### src/common/muf_pkg.sv
// shared constants and state type for the modem uart fifo control block
package muf_pkg;

	// ------------------------------------------------------------
	// register map (printed offsets on the register port)
	// ------------------------------------------------------------
	localparam int ADDR_W = 8;
	localparam int REG_W = 16;
	localparam logic [ADDR_W-1:0] ADDR_RX_DATA = 8'h81;
	localparam logic [ADDR_W-1:0] ADDR_TX_DATA = 8'h82;
	localparam logic [ADDR_W-1:0] ADDR_FIFO_CTRL = 8'h83;
	localparam logic [ADDR_W-1:0] ADDR_TX_REQ = 8'h84;
	localparam logic [ADDR_W-1:0] ADDR_RX_COUNT = 8'h85;
	localparam logic [ADDR_W-1:0] ADDR_TX_COUNT = 8'h86;

	// ------------------------------------------------------------
	// field layout
	// ------------------------------------------------------------
	localparam int BYTE_W = 8;
	localparam int BYTE_LSB = 0;
	localparam int TRIG_W = 5;
	localparam int TX_TRIG_LSB = 8;
	localparam int RX_TRIG_LSB = 3;
	localparam int TX_FLUSH_BIT = 2;
	localparam int RX_FLUSH_BIT = 1;
	localparam int QUEUE_EN_BIT = 0;
	localparam int RTS_BIT = 0;
	localparam int COUNT_W = 6;

	// ------------------------------------------------------------
	// reset values
	// ------------------------------------------------------------
	localparam logic [REG_W-1:0] FIFO_CTRL_RESET = 16'h08c1;
	localparam logic [TRIG_W-1:0] TX_TRIG_RESET = 5'h08;
	localparam logic [TRIG_W-1:0] RX_TRIG_RESET = 5'h18;
	localparam logic QUEUE_EN_RESET = 1'h1;
	localparam logic RTS_RESET = 1'h0;
	localparam logic [REG_W-1:0] READ_IDLE = 16'h0000;

	// ------------------------------------------------------------
	// control state
	// ------------------------------------------------------------
	typedef struct packed {
		logic [TRIG_W-1:0] tx_trig;
		logic [TRIG_W-1:0] rx_trig;
		logic queue_en;
		logic rts;
		logic tx_done;
		logic flushed_mid;
		logic no_preamble;
		logic [REG_W-1:0] rdata;
	} muf_ctrl_st_t;

endpackage

### src/hw/muf_ctrl.sv
// modem uart transmit/receive fifo control with register port
`timescale 1ns/1ps
`default_nettype none

// ------------------------------------------------------------
// synchronous fifo
// ------------------------------------------------------------
module muf_fifo #(
	parameter int WIDTH = 8,
	parameter int DEPTH = 8,
	parameter int CW = $clog2(DEPTH + 1)
) (
	input wire logic clk,
	input wire logic sys_rst,
	input wire logic flush,
	input wire logic in_valid,
	output logic in_ready,
	input wire logic [WIDTH-1:0] in_data,
	output logic out_valid,
	input wire logic out_ready,
	output logic [WIDTH-1:0] out_data,
	output logic [CW-1:0] count
);
	localparam int AW = (DEPTH > 1) ? $clog2(DEPTH) : 1;
	localparam logic [AW-1:0] LAST = AW'(DEPTH - 1);
	localparam logic [CW-1:0] FULL = CW'(DEPTH);

	typedef struct packed {
		logic [DEPTH-1:0][WIDTH-1:0] mem;
		logic [AW-1:0] wp;
		logic [AW-1:0] rp;
		logic [CW-1:0] cnt;
	} muf_fifo_st_t;

	muf_fifo_st_t st_q;
	muf_fifo_st_t st_d;
	logic push;
	logic pop;

	assign in_ready = (st_q.cnt != FULL);
	assign out_valid = (st_q.cnt != '0);
	assign out_data = st_q.mem[st_q.rp];
	assign count = st_q.cnt;
	assign push = in_valid && in_ready;
	assign pop = out_valid && out_ready;

	always_comb begin
		st_d = st_q;
		if (flush) begin
			// flush beats a same-cycle push or pop
			st_d.wp = '0;
			st_d.rp = '0;
			st_d.cnt = '0;
		end else begin
			if (push) begin
				st_d.mem[st_q.wp] = in_data;
				st_d.wp = (st_q.wp == LAST) ? '0 : st_q.wp + 1'b1;
			end
			if (pop) begin
				st_d.rp = (st_q.rp == LAST) ? '0 : st_q.rp + 1'b1;
			end
			if (push && !pop) begin
				st_d.cnt = st_q.cnt + 1'b1;
			end else if (pop && !push) begin
				st_d.cnt = st_q.cnt - 1'b1;
			end
		end
	end

	always_ff @(posedge clk) begin
		if (sys_rst) begin
			st_q <= '0;
		end else begin
			st_q <= st_d;
		end
	end
endmodule

// ------------------------------------------------------------
// fifo control top
// ------------------------------------------------------------
module muf_ctrl #(
	parameter int FIFO_DEPTH = 32,
	parameter int PREAMBLE_W = 4
) (
	input wire logic clk,
	input wire logic sys_rst,
	input wire logic [muf_pkg::ADDR_W-1:0] reg_addr,
	input wire logic reg_wr,
	input wire logic [muf_pkg::REG_W-1:0] reg_wdata,
	input wire logic reg_rd,
	output logic [muf_pkg::REG_W-1:0] reg_rdata,
	output logic tx_byte_valid,
	input wire logic tx_byte_ready,
	output logic [muf_pkg::BYTE_W-1:0] tx_byte_data,
	input wire logic tx_shift_done,
	input wire logic rx_byte_valid,
	output logic rx_byte_ready,
	input wire logic [muf_pkg::BYTE_W-1:0] rx_byte_data,
	input wire logic tx_complete_clr,
	input wire logic [PREAMBLE_W-1:0] preamble_count_setting,
	output logic tx_fifo_alert,
	output logic rx_fifo_alert,
	output logic tx_complete,
	output logic request_to_send,
	output logic suppress_preamble
);
	localparam int CW = $clog2(FIFO_DEPTH + 1);

	muf_pkg::muf_ctrl_st_t st_q;
	muf_pkg::muf_ctrl_st_t st_d;
	logic [CW-1:0] tx_cnt;
	logic [CW-1:0] rx_cnt;
	logic tx_in_ready;
	logic rx_in_ready;
	logic rx_out_valid;
	logic [muf_pkg::BYTE_W-1:0] rx_out_data;
	logic wr_tx;
	logic wr_fcr;
	logic wr_req;
	logic rd_rx;
	logic tx_push;
	logic tx_flush;
	logic rx_flush;
	logic done_set;
	logic in_frame;

	assign wr_tx = reg_wr && (reg_addr == muf_pkg::ADDR_TX_DATA);
	assign wr_fcr = reg_wr && (reg_addr == muf_pkg::ADDR_FIFO_CTRL);
	assign wr_req = reg_wr && (reg_addr == muf_pkg::ADDR_TX_REQ);
	assign rd_rx = reg_rd && (reg_addr == muf_pkg::ADDR_RX_DATA);
	assign tx_flush = wr_fcr && reg_wdata[muf_pkg::TX_FLUSH_BIT];
	assign rx_flush = wr_fcr && reg_wdata[muf_pkg::RX_FLUSH_BIT];
	// with the queue disabled each fifo acts as a single holding byte
	assign tx_push = wr_tx && tx_in_ready &&
		(st_q.queue_en || !tx_byte_valid);
	assign rx_byte_ready = rx_in_ready && (st_q.queue_en || !rx_out_valid);
	assign done_set = tx_shift_done && !tx_byte_valid;
	assign in_frame = st_q.rts && !st_q.tx_done;

	muf_fifo #(
		.WIDTH(muf_pkg::BYTE_W),
		.DEPTH(FIFO_DEPTH),
		.CW(CW)
	) u_tx_fifo (
		.clk(clk),
		.sys_rst(sys_rst),
		.flush(tx_flush),
		.in_valid(tx_push),
		.in_ready(tx_in_ready),
		.in_data(reg_wdata[muf_pkg::BYTE_LSB +: muf_pkg::BYTE_W]),
		.out_valid(tx_byte_valid),
		.out_ready(tx_byte_ready),
		.out_data(tx_byte_data),
		.count(tx_cnt)
	);

	muf_fifo #(
		.WIDTH(muf_pkg::BYTE_W),
		.DEPTH(FIFO_DEPTH),
		.CW(CW)
	) u_rx_fifo (
		.clk(clk),
		.sys_rst(sys_rst),
		.flush(rx_flush),
		.in_valid(rx_byte_valid && rx_byte_ready),
		.in_ready(rx_in_ready),
		.in_data(rx_byte_data),
		.out_valid(rx_out_valid),
		.out_ready(rd_rx),
		.out_data(rx_out_data),
		.count(rx_cnt)
	);

	// ------------------------------------------------------------
	// control registers and read-back
	// ------------------------------------------------------------
	always_comb begin
		st_d = st_q;
		if (wr_fcr) begin
			st_d.tx_trig = reg_wdata[muf_pkg::TX_TRIG_LSB +: muf_pkg::TRIG_W];
			st_d.rx_trig = reg_wdata[muf_pkg::RX_TRIG_LSB +: muf_pkg::TRIG_W];
			st_d.queue_en = reg_wdata[muf_pkg::QUEUE_EN_BIT];
		end
		// the engine drops rts at completion; a host write the same cycle wins
		if (done_set) begin
			st_d.rts = 1'b0;
		end
		if (wr_req) begin
			st_d.rts = reg_wdata[muf_pkg::RTS_BIT];
		end
		if (tx_complete_clr) begin
			st_d.tx_done = 1'b0;
		end
		if (done_set) begin
			st_d.tx_done = 1'b1;
		end
		// mid-frame flush leaves the engine past its preamble stage
		if (done_set) begin
			st_d.flushed_mid = 1'b0;
			st_d.no_preamble = 1'b0;
		end
		if (tx_flush && in_frame) begin
			st_d.flushed_mid = 1'b1;
		end
		if (tx_push && st_q.flushed_mid && (preamble_count_setting != '0)) begin
			st_d.no_preamble = 1'b1;
		end
		st_d.rdata = muf_pkg::READ_IDLE;
		if (reg_rd) begin
			case (reg_addr)
				muf_pkg::ADDR_RX_DATA: begin
					if (rx_out_valid) begin
						st_d.rdata = muf_pkg::REG_W'(rx_out_data);
					end
				end
				muf_pkg::ADDR_FIFO_CTRL: begin
					st_d.rdata[muf_pkg::TX_TRIG_LSB +: muf_pkg::TRIG_W] = st_q.tx_trig;
					st_d.rdata[muf_pkg::RX_TRIG_LSB +: muf_pkg::TRIG_W] = st_q.rx_trig;
					st_d.rdata[muf_pkg::QUEUE_EN_BIT] = st_q.queue_en;
				end
				muf_pkg::ADDR_TX_REQ: begin
					st_d.rdata[muf_pkg::RTS_BIT] = st_q.rts;
				end
				muf_pkg::ADDR_RX_COUNT: begin
					st_d.rdata = muf_pkg::REG_W'(muf_pkg::COUNT_W'(rx_cnt));
				end
				muf_pkg::ADDR_TX_COUNT: begin
					st_d.rdata = muf_pkg::REG_W'(muf_pkg::COUNT_W'(tx_cnt));
				end
				default: begin
					st_d.rdata = muf_pkg::READ_IDLE;
				end
			endcase
		end
	end

	always_ff @(posedge clk) begin
		if (sys_rst) begin
			st_q.tx_trig <= muf_pkg::TX_TRIG_RESET;
			st_q.rx_trig <= muf_pkg::RX_TRIG_RESET;
			st_q.queue_en <= muf_pkg::QUEUE_EN_RESET;
			st_q.rts <= muf_pkg::RTS_RESET;
			st_q.tx_done <= 1'b0;
			st_q.flushed_mid <= 1'b0;
			st_q.no_preamble <= 1'b0;
			st_q.rdata <= muf_pkg::READ_IDLE;
		end else begin
			st_q <= st_d;
		end
	end

	// ------------------------------------------------------------
	// outputs
	// ------------------------------------------------------------
	assign reg_rdata = st_q.rdata;
	assign tx_complete = st_q.tx_done;
	assign request_to_send = st_q.rts;
	assign suppress_preamble = st_q.no_preamble;
	// full-width compare: a trigger above the fifo depth never fires
	assign tx_fifo_alert = (int'(tx_cnt) >= int'(st_q.tx_trig));
	assign rx_fifo_alert = (int'(rx_cnt) >= int'(st_q.rx_trig));
endmodule

`default_nettype wire

### config.mk
export PLATFORM = sky130hd
export DESIGN_NAME = muf_ctrl
export DESIGN_NICKNAME = d
export VERILOG_FILES = /design/src/common/muf_pkg.sv /design/src/hw/muf_ctrl.sv
export SDC_FILE = /design/constraint.sdc
export NUM_CORES = 1
export LEC_CHECK = 0
export ABC_AREA = 1
export BUFFER_PORTS_ARGS = -buffer_cell sky130_fd_sc_hd__buf_2
export CORE_MARGIN = 1.5
export CORE_UTILIZATION = 58
export CTS_CLUSTER_DIAMETER = 100
export DETAILED_ROUTE_END_ITERATION = 10
export PLACE_DENSITY_LB_ADDON = 0.1
export SLEW_MARGIN = 20
export SYNTH_ARGS = -nofsm -noshare
export SYNTH_HDL_FRONTEND = slang
export SYNTH_SLANG_ARGS = --single-unit
### constraint.sdc
create_clock -name clk -period 3.8 [get_ports clk]
set_clock_uncertainty 0.15 [all_clocks]
set_input_delay 0.76 -clock clk [delete_from_list [all_inputs] [get_ports clk]]
set_output_delay 0.76 -clock clk [all_outputs]
set_load 0.005 [all_outputs]
==> metrics.yaml <==
worst_r2r_startpoint: "u_tx_fifo.count[1]"
placed_area_um2: 30000
clock-sinks: 572
root_buffer: "clkbuf_16"
port_buffers: 68
firstDrtPassIters: 6
reg2reg_slack_ps: 830
synth-main-ff-cell: "dfxtp_1"
clkSlewWorstSetupHoldPaths_ps: 60
path_max_fanout: 17
ys_ff_latch: 572
synthTopCellsByCount: "nand2_1 (1,236), nor2_1 (711), dfxtp_1 (572)"
grt_pass1_vias: 25200
start_util: 0.588
dp_hpwl_um: 54500
grt_remaining_overflow: 0
r2r-end: "u_tx_fifo.count[5]"
synth_top_area_share: 0.389
yosysMostFrequentCell: "nand2_1"
drive_above_1_share: 0.0770
fin_crit_ps: 3600
num_antenna_cells: 0
end_kind: "primary output"
hp-class: "in -> reg"
max_slew_margin: 0.297
grt_use_total: 0.328
setup_tns_ps: 0
die-area_um2: 52100
insertion_delay_ps: 640
setup_viol: 0
rows: 82
cp.required_ps: 2890
antenna_found_initial: 0
synth.distinct_cells: 47
vias_per_cell: 5.44
fmax_ghz: 0.278
async_reset_ff_frac: 0
yosysWarnings: 0
cts_buffer_depth: 3
die-height_um: 228
wire_per_inst_um: 17.1
power_mw: 16.8
synth.area.top_cells: "dfxtp_1 (39%), nand2_1 (16%), nor2_1 (9.1%)"
nets: 4504
cts_buffers: 59
area_delta_synth_final_pct: 9.11
die-width_um: 228
drc: 0
grt_max_degree: 159
ant_nets: 0
finalInstanceArea_um2: 32100
core_um2: 50100
io-pin-count: 75
ctsHoldBuffers: 0
min_from: "reg_wdata[11]"
vias: 28000
tightest_slew_ps: 1050
cts_tree: "built"
timing.final.crit_share: 0.947
netlist_area_um2: 29400
p_leak_nw: 13.8
power_per_cell_area_nw_per_um2: 522
rsz0062_at_grt: "no"
drtIter0Drc: 3045
yosys.area.top_type: "dfxtp_1"
slew_viol_final: 0
worstPathArrival_ps: 2690
cp-start-kind: "flip-flop"
synth_edf_count: 0
r2r_cells: 13
vdd.ir_drop.worst_mv: 0.407
htreeDepth: 2
maxCapViolCount: 0
routabilityCongestion: 0.949
hold_depth: 3
hold_viol: 0
status: "finished clean"
grt_pass1_wl_um: 139000
drt-total-wl_um: 87800
seq_area_frac_synth: 0.389
worstSetupPathType: "reg -> out"
synthCells: 4507
min_to: "st_q[29]"
syn_area_per_cell_um2: 6.53
==> worst max-delay path, stage by stage (launching register included) <==
cell	delay, ps
dfxtp_1	330
clkinv_1	520
nand3_1	340
nand3_1	300
nand4_1	150
o21ai_0	190
inv_1	120
buf_2	120
==> stage by stage <==
stage / hold slack [ps] / util / instances / setup slack [ps]
floorplan: 285 / - / 4509 / 595
global placement: 298 / 0.599 / 5034 / 447
detailed placement: 302 / 0.599 / 5034 / 436
CTS: 197 / 0.641 / 5140 / 170
global route: 226 / 0.641 / 5141 / 94.0
finish: 217 / 0.641 / 5141 / 201
==> layout by cell type, fill, tap and decap left out, drive strengths merged, types with 3 or more instances in the layout <==
cell type,count
nor3,50
o21ai,204
a21oi,366
a21boi,4
nand3,428
clkinv,23
a211oi,4
o21a,4
o22ai,20
o211ai,23
ha,34
nand4,72
bufinv,7
clkbuf,86
xnor2,5
nand2,1259
dfxtp,572
xor2,7
buf,135
nor2,719
inv,431
conb,3
nor4,3
==> per-layer routing <==
layer	up-vias	wire length [um]	GRT usage
met1	12700	37200	0.434
met5	-	0	0
met3	224	5710	0.0390
li1	14100	-	-
met2	955	40800	0.535
met4	0	4080	0.156
==> how the worst max path moves through the flow <==
stage                      start            endpoint  slack [ps]
5_1_grt        u_tx_fifo.st_q[6]     tx_byte_data[1]          90
3_5_place_dp         reg_addr[5]  u_rx_fifo.count[5]         440
3_3_place_gp         reg_addr[5]  u_rx_fifo.count[4]         450
2_1_floorplan        reg_addr[5]  u_tx_fifo.count[5]         590
6_report       u_tx_fifo.st_q[8]     tx_byte_data[1]         200
4_1_cts        u_tx_fifo.st_q[6]     tx_byte_data[7]         170
==> sequential cells by signal, indices dropped and copies added (netlist names) <==
register / cells
reg_rdata: 13
tx_complete: 1
request_to_send: 1
u_tx_fifo.st_q: 266
st_q: 12
u_tx_fifo.count: 6
u_rx_fifo.st_q: 266
u_rx_fifo.count: 6
suppress_preamble: 1
==> layout make-up <==
cell class,count,area [um^2]
clock buffer,86,1790
clock inverter,20,285
fill,4719,18000
inverter,442,1670
multi-input combinational,3214,15100
sequential,572,11500
tap,672,841
timing repair buffer,135,1000
==> where the power goes <==
part	switching (mW)	internal, mW
combinational	2.96	1.25
sequential	0.177	6.14
clock	2.52	3.72
==> timing repair <==
action,CTS,global route
buffers inserted,0,1
setup endpoints to repair,0,1
gates resized for setup,0,0
==> cell families after synthesis <==
| family | count (synthesis) | share of synthesized area |
|---|---|---|
| xor gates and xnor gates | 12 | 0.00357 |
| other | 1 | 0.000127 |
| AOI/OAI and AO/OA | 629 | 0.111 |
| and+or+nand+nor | 2534 | 0.380 |
| DFF | 572 | 0.389 |
| buffers and inverters | 723 | 0.0998 |
| adders and majority gates | 36 | 0.0158 |
No activity file was read; power rests on OpenSTA's default activity.
